[src/hw/brc_defs.svh]
/*
 * offsets, field positions, reset values and masks of the bridge
 * interrupt and control register bank.
 * assumes inclusion by bare name from the bank's design files.
 */
`ifndef BRC_DEFS_SVH
`define BRC_DEFS_SVH

// ----------------------------------------------------------------
// register indexes, byte address is four times the index
// ----------------------------------------------------------------
`define BRC_IDX_IRQ_LINE 8'h3C
`define BRC_IDX_IRQ_PIN 8'h3D
`define BRC_IDX_BR_CTL 8'h3E
`define BRC_IDX_SYS_CTL 8'h20
`define BRC_IDX_STATUS 8'h21
`define BRC_FN_SEL_BIT 10

// ----------------------------------------------------------------
// reset values and masks
// ----------------------------------------------------------------
`define BRC_IRQ_LINE_RST 8'hFF
`define BRC_BR_CTL_RST 16'h0340
`define BRC_CTL_SOCK_MASK 16'h07CC
`define BRC_CTL_SHARED_WR_MASK 16'h0022
`define BRC_CTL_PERR_RO_VAL 1'b0
`define BRC_PIN_INTA 8'h01
`define BRC_PIN_INTB 8'h02
`define BRC_MODE_RST 2'h3

// ----------------------------------------------------------------
// bridge control bit positions
// ----------------------------------------------------------------
`define BRC_B_POST 10
`define BRC_B_PF1 9
`define BRC_B_PF0 8
`define BRC_B_ROUTE 7
`define BRC_B_CARD_BUS_RESET_OUT 6
`define BRC_B_MABT 5
`define BRC_B_VGA 3
`define BRC_B_ISA 2
`define BRC_B_CSERR 1
`define BRC_B_CPERR 0

// ----------------------------------------------------------------
// own system control bit positions
// ----------------------------------------------------------------
`define BRC_S_TIE 29
`define BRC_S_MFT3 2
`define BRC_S_MODE_LO 0

// ----------------------------------------------------------------
// address windows for forwarding decode
// ----------------------------------------------------------------
`define BRC_ISA_TOP 32'h0000FFFF
`define BRC_VGA_MEM_LO 32'h000A0000
`define BRC_VGA_MEM_HI 32'h000BFFFF
`define BRC_VGA_IO_A_LO 32'h000003B0
`define BRC_VGA_IO_A_HI 32'h000003BB
`define BRC_VGA_IO_B_LO 32'h000003C0
`define BRC_VGA_IO_B_HI 32'h000003DF

`endif

[src/hw/brc_pkg.sv]
/*
 * types of the bridge interrupt and control register bank.
 * assumes nothing beyond a systemverilog compiler.
 */
package brc_pkg;

   // four interrupt signaling modes, serialized both is the default
   typedef enum logic [1:0]
   {
      BRC_MODE_PAR_PCI = 2'b00,
      BRC_MODE_PAR_BOTH = 2'b01,
      BRC_MODE_SER_IRQ = 2'b10,
      BRC_MODE_SER_ALL = 2'b11
   } brc_irq_mode_t;

   typedef logic [1:0] brc_sock_t;

   typedef logic [15:0] brc_ctl_t;

endpackage

[src/hw/brc_func_regs.sv]
/*
 * per-function storage: routing byte and the socket dependent
 * bridge control bits of one function.
 * assumes write strobes already decoded and gated by the bus slave.
 */
`timescale 1ns/1ps
`include "brc_defs.svh"

module brc_func_regs
(
   input wire logic mclk_i,
   input wire logic nrst_i,
   input wire logic line_we_i,
   input wire logic ctl_we_i,
   input wire logic [1:0] sel_i,
   input wire logic [15:0] wdat_i,
   output logic [7:0] line_o,
   output brc_pkg::brc_ctl_t ctl_o
);
   import brc_pkg::*;

   logic [7:0] line_q;
   logic [7:0] line_d;
   brc_ctl_t ctl_q;
   brc_ctl_t ctl_d;
   wire [15:0] lane_mask;
   wire [15:0] wr_mask;

   // ----------------------------------------------------------------
   // next values
   // ----------------------------------------------------------------
   assign lane_mask = {{8{sel_i[1]}}, {8{sel_i[0]}}};
   // reserved and shared bits never land in this copy
   assign wr_mask = lane_mask & `BRC_CTL_SOCK_MASK;

   always_comb
   begin
      line_d = line_q;
      ctl_d = ctl_q;
      if (line_we_i && sel_i[0])
      begin
         line_d = wdat_i[7:0];
      end
      if (ctl_we_i)
      begin
         ctl_d = (ctl_q & ~wr_mask) | (wdat_i & wr_mask);
      end
   end

   // ----------------------------------------------------------------
   // storage
   // ----------------------------------------------------------------
   always_ff @(posedge mclk_i or negedge nrst_i)
   begin
      if (!nrst_i)
      begin
         line_q <= `BRC_IRQ_LINE_RST;
         ctl_q <= `BRC_BR_CTL_RST & `BRC_CTL_SOCK_MASK;
      end
      else
      begin
         line_q <= line_d;
         ctl_q <= ctl_d;
      end
   end

   assign line_o = line_q;
   assign ctl_o = ctl_q;

endmodule

[src/hw/brc_top.sv]
/*
 * bridge interrupt and control register bank for two socket
 * functions, reached over a classic wishbone slave, plus the
 * socket side effects these registers steer.
 * assumes one 20 mhz clock, card side inputs synchronous to it,
 * and an asynchronous active low host reset on nrst_i.
 */
// Added by the designer: the Wishbone slave port.
// Overview of operation
// - each function keeps a read/write routing byte, resets to FFh
// - with interrupt tie set both functions report pin 01h
// - tie clear: function 0 reports 01h, function 1 reports 02h
// - bridge control resets to 0340h; bits 15-11 and 4 read zero
// - bit 10 enables burst write posting, one copy per function
// - bits 9 and 8 mark windows 1 and 0 prefetchable, reset one
// - bit 7 routes card interrupts to pci lines or legacy irq
// - bit 6 drives card reset, asserted at reset and by host reset
// - shared bit 5: report card master abort as target abort, serr
// - bit 3 set forwards vga addresses to the card bus
// - bit 2 set blocks last 768 bytes of each 1k isa io block
// - shared bit 1 forwards card system error to host serr
// - shared bit 0, read only, gates card parity error reporting
// - interrupt tie merges both requests onto the first pci line
`timescale 1ns/1ps
`include "brc_defs.svh"

module brc_top
(
   input wire logic mclk_i,
   input wire logic nrst_i,
   input wire logic wb_cyc_i,
   input wire logic wb_stb_i,
   input wire logic wb_we_i,
   input wire logic [11:0] wb_adr_i,
   input wire logic [3:0] wb_sel_i,
   input wire logic [31:0] wb_dat_i,
   output logic [31:0] wb_dat_o,
   output logic wb_ack_o,
   input wire logic [1:0] card_irq_i,
   output logic pci_inta_o,
   output logic pci_intb_o,
   output logic [1:0] legacy_irq_req_o,
   output logic [1:0] card_bus_reset_out_o,
   output logic [1:0] write_post_enable_o,
   output logic [1:0] window0_prefetchable_o,
   output logic [1:0] window1_prefetchable_o,
   input wire logic [31:0] fwd_addr_i,
   input wire logic fwd_is_io_i,
   output logic [1:0] vga_claim_o,
   output logic [1:0] isa_block_o,
   input wire logic [1:0] card_master_abort_i,
   input wire logic serr_enable_i,
   output logic target_abort_o,
   output logic host_serr_o,
   input wire logic [1:0] card_syserr_i,
   input wire logic [1:0] card_parity_err_i,
   output logic [1:0] card_parity_report_o,
   output logic multifunction_terminal_three_serial_o,
   output brc_pkg::brc_irq_mode_t irq_mode_o
);
   import brc_pkg::*;

   // ----------------------------------------------------------------
   // forwarding decode helpers
   // ----------------------------------------------------------------
   function automatic logic in_range(input logic [31:0] a,
      input logic [31:0] lo, input logic [31:0] hi);
      in_range = (a >= lo) && (a <= hi);
   endfunction

   function automatic logic is_vga(input logic [31:0] a,
      input logic io);
      if (io)
      begin
         is_vga = in_range(a, `BRC_VGA_IO_A_LO, `BRC_VGA_IO_A_HI) ||
            in_range(a, `BRC_VGA_IO_B_LO, `BRC_VGA_IO_B_HI);
      end
      else
      begin
         is_vga = in_range(a, `BRC_VGA_MEM_LO, `BRC_VGA_MEM_HI);
      end
   endfunction

   // upper three quarters of every 1k block below 64k
   function automatic logic is_isa_alias(input logic [31:0] a,
      input logic io);
      is_isa_alias = io && (a <= `BRC_ISA_TOP) && (a[9:8] != 2'h0);
   endfunction

   // ----------------------------------------------------------------
   // bus decode
   // ----------------------------------------------------------------
   logic ack_q;
   logic [31:0] rdat_q;
   wire req;
   wire wr_commit;
   wire fn_sel;
   wire [7:0] idx;
   wire hit_line;
   wire hit_pin;
   wire hit_ctl;
   wire hit_sys;
   wire hit_stat;

   assign req = wb_cyc_i && wb_stb_i;
   // a write lands on the edge where the master sees ack
   assign wr_commit = req && wb_we_i && ack_q;
   assign fn_sel = wb_adr_i[`BRC_FN_SEL_BIT];
   assign idx = wb_adr_i[9:2];
   assign hit_line = (idx == `BRC_IDX_IRQ_LINE);
   assign hit_pin = (idx == `BRC_IDX_IRQ_PIN);
   assign hit_ctl = (idx == `BRC_IDX_BR_CTL);
   assign hit_sys = (idx == `BRC_IDX_SYS_CTL);
   assign hit_stat = (idx == `BRC_IDX_STATUS);

   // ----------------------------------------------------------------
   // per function copies
   // ----------------------------------------------------------------
   logic [7:0] line_v [2];
   brc_ctl_t sock_ctl [2];

   genvar g;
   generate
      for (g = 0; g < 2; g = g + 1)
      begin : g_fn
         wire fn_hit;
         assign fn_hit = wr_commit && (fn_sel == 1'(g));
         brc_func_regs u_regs
         (
            .mclk_i(mclk_i),
            .nrst_i(nrst_i),
            .line_we_i(fn_hit && hit_line),
            .ctl_we_i(fn_hit && hit_ctl),
            .sel_i(wb_sel_i[1:0]),
            .wdat_i(wb_dat_i[15:0]),
            .line_o(line_v[g]),
            .ctl_o(sock_ctl[g])
         );
      end
   endgenerate

   // ----------------------------------------------------------------
   // shared control bits and own system control
   // ----------------------------------------------------------------
   brc_ctl_t shared_q;
   brc_ctl_t shared_d;
   logic tie_q;
   logic tie_d;
   logic mft3_q;
   logic mft3_d;
   brc_irq_mode_t mode_q;
   brc_irq_mode_t mode_d;
   wire [15:0] sh_mask;

   // a write through either function reaches the single shared copy;
   // keeping to function 0 is left to software
   assign sh_mask = {{8{wb_sel_i[1]}}, {8{wb_sel_i[0]}}} &
      `BRC_CTL_SHARED_WR_MASK;

   always_comb
   begin
      shared_d = shared_q;
      tie_d = tie_q;
      mft3_d = mft3_q;
      mode_d = mode_q;
      if (wr_commit && hit_ctl)
      begin
         shared_d = (shared_q & ~sh_mask) | (wb_dat_i[15:0] & sh_mask);
      end
      if (wr_commit && hit_sys && wb_sel_i[3])
      begin
         tie_d = wb_dat_i[`BRC_S_TIE];
      end
      if (wr_commit && hit_sys && wb_sel_i[0])
      begin
         mft3_d = wb_dat_i[`BRC_S_MFT3];
         mode_d = brc_irq_mode_t'(wb_dat_i[`BRC_S_MODE_LO +: 2]);
      end
   end

   always_ff @(posedge mclk_i or negedge nrst_i)
   begin
      if (!nrst_i)
      begin
         shared_q <= '0;
         tie_q <= 1'b0;
         mft3_q <= 1'b0;
         mode_q <= brc_irq_mode_t'(`BRC_MODE_RST);
      end
      else
      begin
         shared_q <= shared_d;
         tie_q <= tie_d;
         mft3_q <= mft3_d;
         mode_q <= mode_d;
      end
   end

   // ----------------------------------------------------------------
   // read view
   // ----------------------------------------------------------------
   brc_ctl_t ctl_view [2];
   wire [7:0] pin_view [2];
   wire [31:0] sys_view;
   wire [31:0] stat_view;
   wire [31:0] rd_mux;
   wire fs;

   generate
      for (g = 0; g < 2; g = g + 1)
      begin : g_view
         // parity bit reads its fixed value, writes never reach it
         assign ctl_view[g] = sock_ctl[g] | shared_q |
            {15'h0000, `BRC_CTL_PERR_RO_VAL};
         // pin report ignores the signaling mode
         assign pin_view[g] = (tie_q || g == 0) ? `BRC_PIN_INTA :
            `BRC_PIN_INTB;
      end
   endgenerate

   assign sys_view = {2'h0, tie_q, 26'h0000000, mft3_q, mode_q};
   assign stat_view = {24'h000000, legacy_irq_req_o, pci_intb_o,
      pci_inta_o, 2'h0, card_bus_reset_out_o};
   assign fs = fn_sel;
   // unmapped indexes answer with zero data
   assign rd_mux = hit_line ? {24'h000000, line_v[fs]} :
      hit_pin ? {24'h000000, pin_view[fs]} :
      hit_ctl ? {16'h0000, ctl_view[fs]} :
      hit_sys ? sys_view :
      hit_stat ? stat_view : 32'h00000000;

   // ----------------------------------------------------------------
   // wishbone answer, one cycle after the request
   // ----------------------------------------------------------------
   always_ff @(posedge mclk_i or negedge nrst_i)
   begin
      if (!nrst_i)
      begin
         ack_q <= 1'b0;
         rdat_q <= '0;
      end
      else
      begin
         ack_q <= req && !ack_q;
         if (req && !ack_q)
         begin
            rdat_q <= rd_mux;
         end
      end
   end

   assign wb_ack_o = ack_q;
   assign wb_dat_o = rdat_q;

   // ----------------------------------------------------------------
   // socket side effects
   // ----------------------------------------------------------------
   logic inta_q;
   logic intb_q;
   logic [1:0] legacy_q;
   logic [1:0] vga_q;
   logic [1:0] isa_q;
   logic tabort_q;
   logic serr_q;
   logic [1:0] perr_q;
   wire [1:0] to_pci;
   wire [1:0] to_legacy;
   wire [1:0] vga_d;
   wire [1:0] isa_d;
   wire [1:0] mabt_rep;
   wire [1:0] syserr_fwd;
   wire [1:0] perr_d;

   generate
      for (g = 0; g < 2; g = g + 1)
      begin : g_sock
         assign to_legacy[g] = card_irq_i[g] &&
            sock_ctl[g][`BRC_B_ROUTE];
         assign to_pci[g] = card_irq_i[g] &&
            !sock_ctl[g][`BRC_B_ROUTE];
         assign vga_d[g] = sock_ctl[g][`BRC_B_VGA] &&
            is_vga(fwd_addr_i, fwd_is_io_i);
         assign isa_d[g] = sock_ctl[g][`BRC_B_ISA] &&
            is_isa_alias(fwd_addr_i, fwd_is_io_i);
         assign mabt_rep[g] = card_master_abort_i[g] &&
            shared_q[`BRC_B_MABT];
         assign syserr_fwd[g] = card_syserr_i[g] &&
            shared_q[`BRC_B_CSERR];
         assign perr_d[g] = card_parity_err_i[g] &&
            ctl_view[g][`BRC_B_CPERR];
         assign card_bus_reset_out_o[g] =
            sock_ctl[g][`BRC_B_CARD_BUS_RESET_OUT];
         assign write_post_enable_o[g] =
            sock_ctl[g][`BRC_B_POST];
         assign window0_prefetchable_o[g] =
            sock_ctl[g][`BRC_B_PF0];
         assign window1_prefetchable_o[g] =
            sock_ctl[g][`BRC_B_PF1];
      end
   endgenerate

   // card reset bits reset to one, so a host reset asserts card reset
   // for as long as it is held and after it until software clears it

   always_ff @(posedge mclk_i or negedge nrst_i)
   begin
      if (!nrst_i)
      begin
         inta_q <= 1'b0;
         intb_q <= 1'b0;
         legacy_q <= '0;
         vga_q <= '0;
         isa_q <= '0;
         tabort_q <= 1'b0;
         serr_q <= 1'b0;
         perr_q <= '0;
      end
      else
      begin
         // tie folds function 1 onto the first line
         inta_q <= to_pci[0] || (tie_q && to_pci[1]);
         intb_q <= !tie_q && to_pci[1];
         legacy_q <= to_legacy;
         vga_q <= vga_d;
         isa_q <= isa_d;
         tabort_q <= |mabt_rep;
         serr_q <= ((|mabt_rep) && serr_enable_i) || (|syserr_fwd);
         perr_q <= perr_d;
      end
   end

   assign pci_inta_o = inta_q;
   assign pci_intb_o = intb_q;
   assign legacy_irq_req_o = legacy_q;
   assign vga_claim_o = vga_q;
   assign isa_block_o = isa_q;
   assign target_abort_o = tabort_q;
   assign host_serr_o = serr_q;
   assign card_parity_report_o = perr_q;
   // terminal three must carry the serial stream before tie is set
   assign multifunction_terminal_three_serial_o = mft3_q;
   assign irq_mode_o = mode_q;

endmodule

[config.mk]
export PLATFORM = sky130hd
export DESIGN_NAME = brc_top
export DESIGN_NICKNAME = d
export VERILOG_FILES = /design/src/hw/brc_pkg.sv /design/src/hw/brc_func_regs.sv /design/src/hw/brc_top.sv
export VERILOG_INCLUDE_DIRS = /design/src /design/src/hw
export SDC_FILE = /design/constraint.sdc
export NUM_CORES = 1
export LEC_CHECK = 0
export BUFFER_PORTS_ARGS = -buffer_cell sky130_fd_sc_hd__buf_2
export CELL_PAD_IN_SITES_DETAIL_PLACEMENT = 0
export CELL_PAD_IN_SITES_GLOBAL_PLACEMENT = 1
export CORE_AREA = 2 2 115 84
export DETAILED_ROUTE_END_ITERATION = 7
export DIE_AREA = 0 0 117 86
export GPL_TIMING_DRIVEN = 0
export MAX_ROUTING_LAYER = met4
export PLACE_DENSITY = 0.88
export SLEW_MARGIN = 20
export SYNTH_ARGS = -nofsm -noshare
export SYNTH_HDL_FRONTEND = slang
export SYNTH_SLANG_ARGS = --single-unit
[constraint.sdc]
create_clock -name mclk_i -period 1.8 [get_ports mclk_i]
set_input_delay 0.09 -clock mclk_i [delete_from_list [all_inputs] [get_ports mclk_i]]
set_output_delay 0.09 -clock mclk_i [all_outputs]
set_load 0.01 [all_outputs]
==> flow_summary_export.csv, run 1 <==
group,metric,value,unit
power,power.share.switching,21.98,%
setup_path,required,2.05,ns
synthesis,postSynth.asyncResetShare,100.0,%
setup_path,rrSetupSlack,0.16,ns
setup_path,slowest_delay,0.44,ns
cts,htreeDepth,3,
status,outcome,"complete, no violations",
setup_path,cp_max_fo,8,
sta,relSlewSlack,49.99,%
floorplanning,pin_count,151,
placed_design,dp_cells,499,
grt,grt_pass1_vias,2338,
routing,drt_iter0_markers,134,
sta,timing.final.crit_share,98.97,%
power,pwr-share-seq,39.4,%
cts,cts_made_buffers,9,
placed_design,placedInstanceArea,3744,um^2
grt,met1_usage,21.12,%
floorplanning,num_rows,29,
synthesis,postSynthAreaPerCell,11.71,um^2
synthesis,synth_largest_area_cell,"dfrtp_1",
sta,fin_skew,0.004776,ns
setup_path,start_kind,"input pin",
placed_design,io_buffer_count,99,
finish,final_area,4165,um^2
placed_design,hpwl,5.767,mm
synthesis,ys_ff_latch,59,
power,peakVddDrop,463.1,uV
finish,layout_commonest_cell,"buf_2",
finish,area_growth,39.52,%
routing,routedWlPerCell,14.60,um
setup_path,crit_top_cell,"or3_4",
finish,instances_no_fill,523,
grt,grt_pass1_wl,11.81,mm
power,powerDensity,826.5,nW/um^2
cts,path_clk_slew,0.05,ns
setup_path,cp-startpoint,"wb_adr_i[9]",
grt,antenna_found_initial,1,
cts,clk-insertion-delay-late,0.33,ns
power,clkPwrFrac,52.6,%
cts,cts_tree,"done",
routing,vias_per_cell,4.522,
setup_path,critPathKind,"in -> reg",
grt,met2_usage,23.75,%
routing,ant_nets,0,
synthesis,synth_top_area_share,29.34,%
synthesis,synth_seq_area_share,50.46,%
floorplanning,die-area,10060,um^2
power,p_switching,0.7568,mW
worst_hold_path,hp-class,"in -> reg",
setup_path,crit_chain,"buf_2, or3b_4, or3_4, or3_4, nor2_8, mux2_4",
setup_path,endpoint,"g_fn[1].u_regs.line_o[1]",
sta,finalSetupTns,0,ns
sta,slew_viol_final,0,
power,p_comb_share,8.1,%
routing,drt_wl_total,7.634,mm
setup_path,critPathCaptureType,"register",
synthesis,synthTopCellsByArea,"dfrtp_1 29%, dfstp_2 21%, mux2_2 14%",
synthesis,synth-edff-count,0,
grt,groute.usage.overall,16.19,%
power,finalPower,3.443,mW
synthesis,synthFlopType,"dfrtp_1",
job,cap_violations,0,
sta,worst_slew_pin_slew,0.7501,ns
finish,final_cell_mix,"98 x buf_2, 35 x dfrtp_1, 34 x buf_4",
finish,num-nets-final,488,
setup_path,cp_slowest_cell,"or3_4",
routing,first_pass_iters,4,
power,leakagePower,2.071,nW
setup_path,critPathArrivalTime,2.03,ns
floorplanning,core_area,8890,um^2
cts,cts.sinks,59,
grt,grt_max_degree,60,
sta,max_freq,561.3,MHz
floorplanning,initial_core_util,33.58,%
finish,nFillCells,838,
cts,cts-root-buf,"clkbuf_16",
grt,use_met3,5.654,%
sta,setup_viol,0,
cts,clk_path_buf_depth,2,
setup_path,r2r_cells,5,
grt,overflow,0,
synthesis,synthCells,255,
sta,rsz0062_at_grt,"false",
synthesis,synth.distinct_cells,46,
placed_design,gp_congestion,0.8360,
synthesis,synth_area,2985,um^2
grt,grt.busiest_layer,"met2",
setup_path,r2r_start,"wb_ack_o",
routing,post-route-drc-count,0,
sta,hold_viol_final,0,
synthesis,ys_warn_count,0,
floorplanning,die_h,86,um
sta,period_needed,1.781,ns
floorplanning,die_w,117,um
routing,num_vias,2365,
power,p_int,2.686,mW
finish,drive_gt1_share,57.29,%
finish,fin_util,46.85,%
cell families after synthesis:
kind of cell | Yosys count | share of synthesized area, %
multiplexers | 49 | 19.28
flip-flops | 59 | 50.46
buffers and inverters | 42 | 9.304
other | 1 | 0.1256
AND/OR/NAND/NOR | 77 | 14.29
AO/OA/AOI/OAI | 27 | 6.539
layout make-up:
cell class,instances,area [um^2],share of cell area [%]
Sequential cell,59,1506,36.17
Inverter,5,18.77,0.4506
Clock inverter,6,88.84,2.133
Antenna cell,1,2.502,0.06008
Buffer,36,249.0,5.978
Multi-Input combinational cell,175,1345,32.29
Tap cell,124,155.1,3.725
Clock buffer,10,229.0,5.497
Timing Repair Buffer,107,570.5,13.70
Yosys cell counts (8+ instances only):
library cell / number
buf_4: 30
nor3_1: 8
nor2_1: 12
dfstp_2: 24
mux2_2: 38
nand2_1: 21
mux2i_1: 8
dfrtp_1: 35
per-stage QoR:
step,setup slack [ns],hold slack [ns]
detailed placement,-0.4531,0.1960
CTS,0.004658,0.001932
global placement,-0.4309,0.3058
global route,0.00009726,0.001957
finish,0.01850,0.009296
floorplan,-0.1446,-0.2056
power by group through the flow:
stage	registers (mW)	logic, mW	clock network, mW
after global routing	1.36	0.309	1.93
after detailed placement	1.38	0.263	0
after CTS	1.36	0.276	1.84
after floorplan	1.38	0.115	0
after global placement	1.38	0.256	0
final	1.36	0.277	1.81
layer usage:
| layer | share of wire [%] | up-vias |
|---|---|---|
| met5 | 0 | - |
| met4 | 0.79 | 0 |
| met3 | 10 | 7 |
| met2 | 45 | 121 |
| met1 | 44 | 1089 |
| li1 | - | 1148 |
worst max-delay path, delay by kind of cell:
family	cells	cell delay, ns
buf+inv	1	0.10
mux	1	0.33
simple gates	4	1.51
how the worst min path moves through the flow:
stage,from,to,depth (start not counted)
after floorplan,nrst_i,async pin,0
after global placement,serr_enable_i,host_serr_o,2
after detailed placement,nrst_i,wb_ack_o,1
after CTS,card_master_abort_i[0],target_abort_o,2
after global routing,card_master_abort_i[0],target_abort_o,2
final,card_master_abort_i[0],target_abort_o,2
timing repair:
item / 4_1_cts / 5_1_grt
setup buffers: 3 / 0
setup endpoints to repair: 6 / 20
hold buffers: 5 / 0
gates resized for setup: 4 / 7
pin swaps: 3 / 2
hold endpoints to repair: 39 / 0
Note: power is estimated with default switching activity, not from simulation.
==> run 2, diff against run 1 <==
==> constraint.sdc (replaced) <==
create_clock -name mclk_i -period 2 [get_ports mclk_i]
set_input_delay 0.1 -clock mclk_i [delete_from_list [all_inputs] [get_ports mclk_i]]
set_output_delay 0.1 -clock mclk_i [all_outputs]
set_load 0.01 [all_outputs]
==> flow_summary_export.csv, run 2 (synthesis results as in run 1) <==
group,metric,value,unit
cts,path_clk_slew,0.05,ns
placed_design,placedInstanceArea,3717,um^2
cts,htreeDepth,3,
sta,hold_viol_final,0,
sta,holdWs,0.01136,ns
floorplanning,die_h,86,um
cts,cts.sinks,59,
sta,timing.final.crit_share,94.37,%
finish,final_area,4101,um^2
routing,drt_wl_total,7.495,mm
cts,clk_path_buf_depth,2,
cts,clk-insertion-delay-late,0.33,ns
sta,fin_ws,0.1125,ns
placed_design,hpwl,5.831,mm
floorplanning,pin_count,151,
grt,grt_pass1_wl,11.44,mm
sta,slew_viol_final,0,
sta,relSlewSlack,49.03,%
power,leakagePower,2.059,nW
sta,rsz0062_at_grt,"false",
grt,grt_max_degree,60,
grt,groute.usage.overall,15.87,%
sta,setup_viol,0,
placed_design,gp_congestion,0.8391,
sta,worst_slew_pin_slew,0.7646,ns
setup_path,critPathArrivalTime,2.14,ns
grt,antenna_found_initial,0,
job,cap_violations,0,
finish,nFillCells,826,
routing,drt_iter0_markers,165,
grt,overflow,0,
finish,area_growth,37.38,%
routing,routedWlPerCell,14.47,um
sta,period_needed,1.887,ns
power,peakVddDrop,397.1,uV
finish,final_cell_mix,"98 x buf_2, 38 x mux2_2, 35 x dfrtp_1",
routing,post-route-drc-count,0,
cts,cts-root-buf,"clkbuf_16",
routing,num_vias,2341,
setup_path,cp_max_fo,10,
finish,layout_commonest_cell,"buf_2",
floorplanning,core_area,8890,um^2
worst_hold_path,hp-class,"in -> reg",
routing,vias_per_cell,4.519,
finish,diodes,0,
sta,fin_skew,0.005024,ns
placed_design,io_buffer_count,99,
setup_path,required,2.25,ns
floorplanning,initial_core_util,33.58,%
setup_path,start_kind,"input pin",
sta,max_freq,529.8,MHz
finish,drive_gt1_share,55.33,%
setup_path,critPathCaptureType,"register",
status,outcome,"complete, no violations",
floorplanning,die-area,10060,um^2
setup_path,critPathKind,"in -> reg",
cts,cts_made_buffers,9,
grt,grt_pass1_vias,2235,
floorplanning,die_w,117,um
cts,cts_tree,"done",
routing,first_pass_iters,4,
placed_design,preCtsSetupSlack,-0.2445,ns
power,powerDensity,781.0,nW/um^2
finish,num-nets-final,484,
routing,ant_nets,0,
floorplanning,num_rows,29,
run 2: final cells by class:
cell class / count / area (um^2) / area share, %
flip-flops and latches: 59 / 1506 / 36.73
multi-input cells: 175 / 1286 / 31.36
repair buffers: 102 / 528.0 / 12.87
clock buffers: 13 / 280.3 / 6.833
plain buffers: 37 / 259.0 / 6.315
well taps: 124 / 155.1 / 3.783
clock inverters: 3 / 67.56 / 1.647
inverters: 5 / 18.77 / 0.4576
run 2: power breakdown:
| part | total, mW | switching [mW] | internal, mW |
|---|---|---|---|
| Clock | 1.74 | 0.517 | 1.22 |
| Sequential | 1.22 | 0.00824 | 1.21 |
| Combinational | 0.241 | 0.131 | 0.111 |
| Total | 3.20 | 0.656 | 2.55 |
run 2: per-layer routing:
layer / global-route usage (%) / up-vias / wire, um
met1: 21.03 / 1084 / 3422
met5: - / - / 0
li1: - / 1136 / -
met3: 5.866 / 7 / 679
met4: 3.850 / 0 / 62
met2: 23.12 / 114 / 3330
run 2: per-stage QoR:
| step | utilization (%) | instances | total power, mW | TNS (ns) |
|---|---|---|---|---|
| 6_report | 46.14 | 518 | 3.203 | 0 |
| 5_1_grt | 46.14 | 518 | 3.345 | 0 |
| 4_1_cts | 46.07 | 518 | 3.237 | 0 |
| 3_5_place_dp | 41.82 | 499 | 1.476 | -3.421 |
| 3_3_place_gp | 41.79 | 499 | 1.468 | -2.745 |
| 2_1_floorplan | - | 276 | 1.346 | 0 |
run 2: repair_timing:
item | in CTS | in global routing
endpoints found under the setup margin | 0 | 3
buffers inserted | 0 | 0
resized for setup | 0 | 1
hold buffers | 3 | 0
hold endpoints to repair | 37 | 0
run 2: path summary, 6_finish.rpt:
path	from	to	slack, ns	cells after the start
hold / removal	card_master_abort_i[1]	target_abort_o	0.01	2
max in group asynchronous	nrst_i	wb_dat_o[6]	1.12	2
min in group asynchronous	nrst_i	wb_dat_o[9]	0.37	2
setup reg to reg	wb_ack_o	g_fn[0].u_regs.line_o[7]	0.25	5
setup / recovery	wb_adr_i[9]	g_fn[1].u_regs.line_o[5]	0.11	7
hold reg to reg	wb_dat_o[3]	wb_dat_o[3]	0.47	2
run 2: worst max-delay path, cell delays in order:
cell and delay, ns:
buf_2 0.10, or3b_1 0.41, or3_1 0.40, buf_6 0.16, or3_4 0.37, nor2_8 0.23
mux2_2 0.37
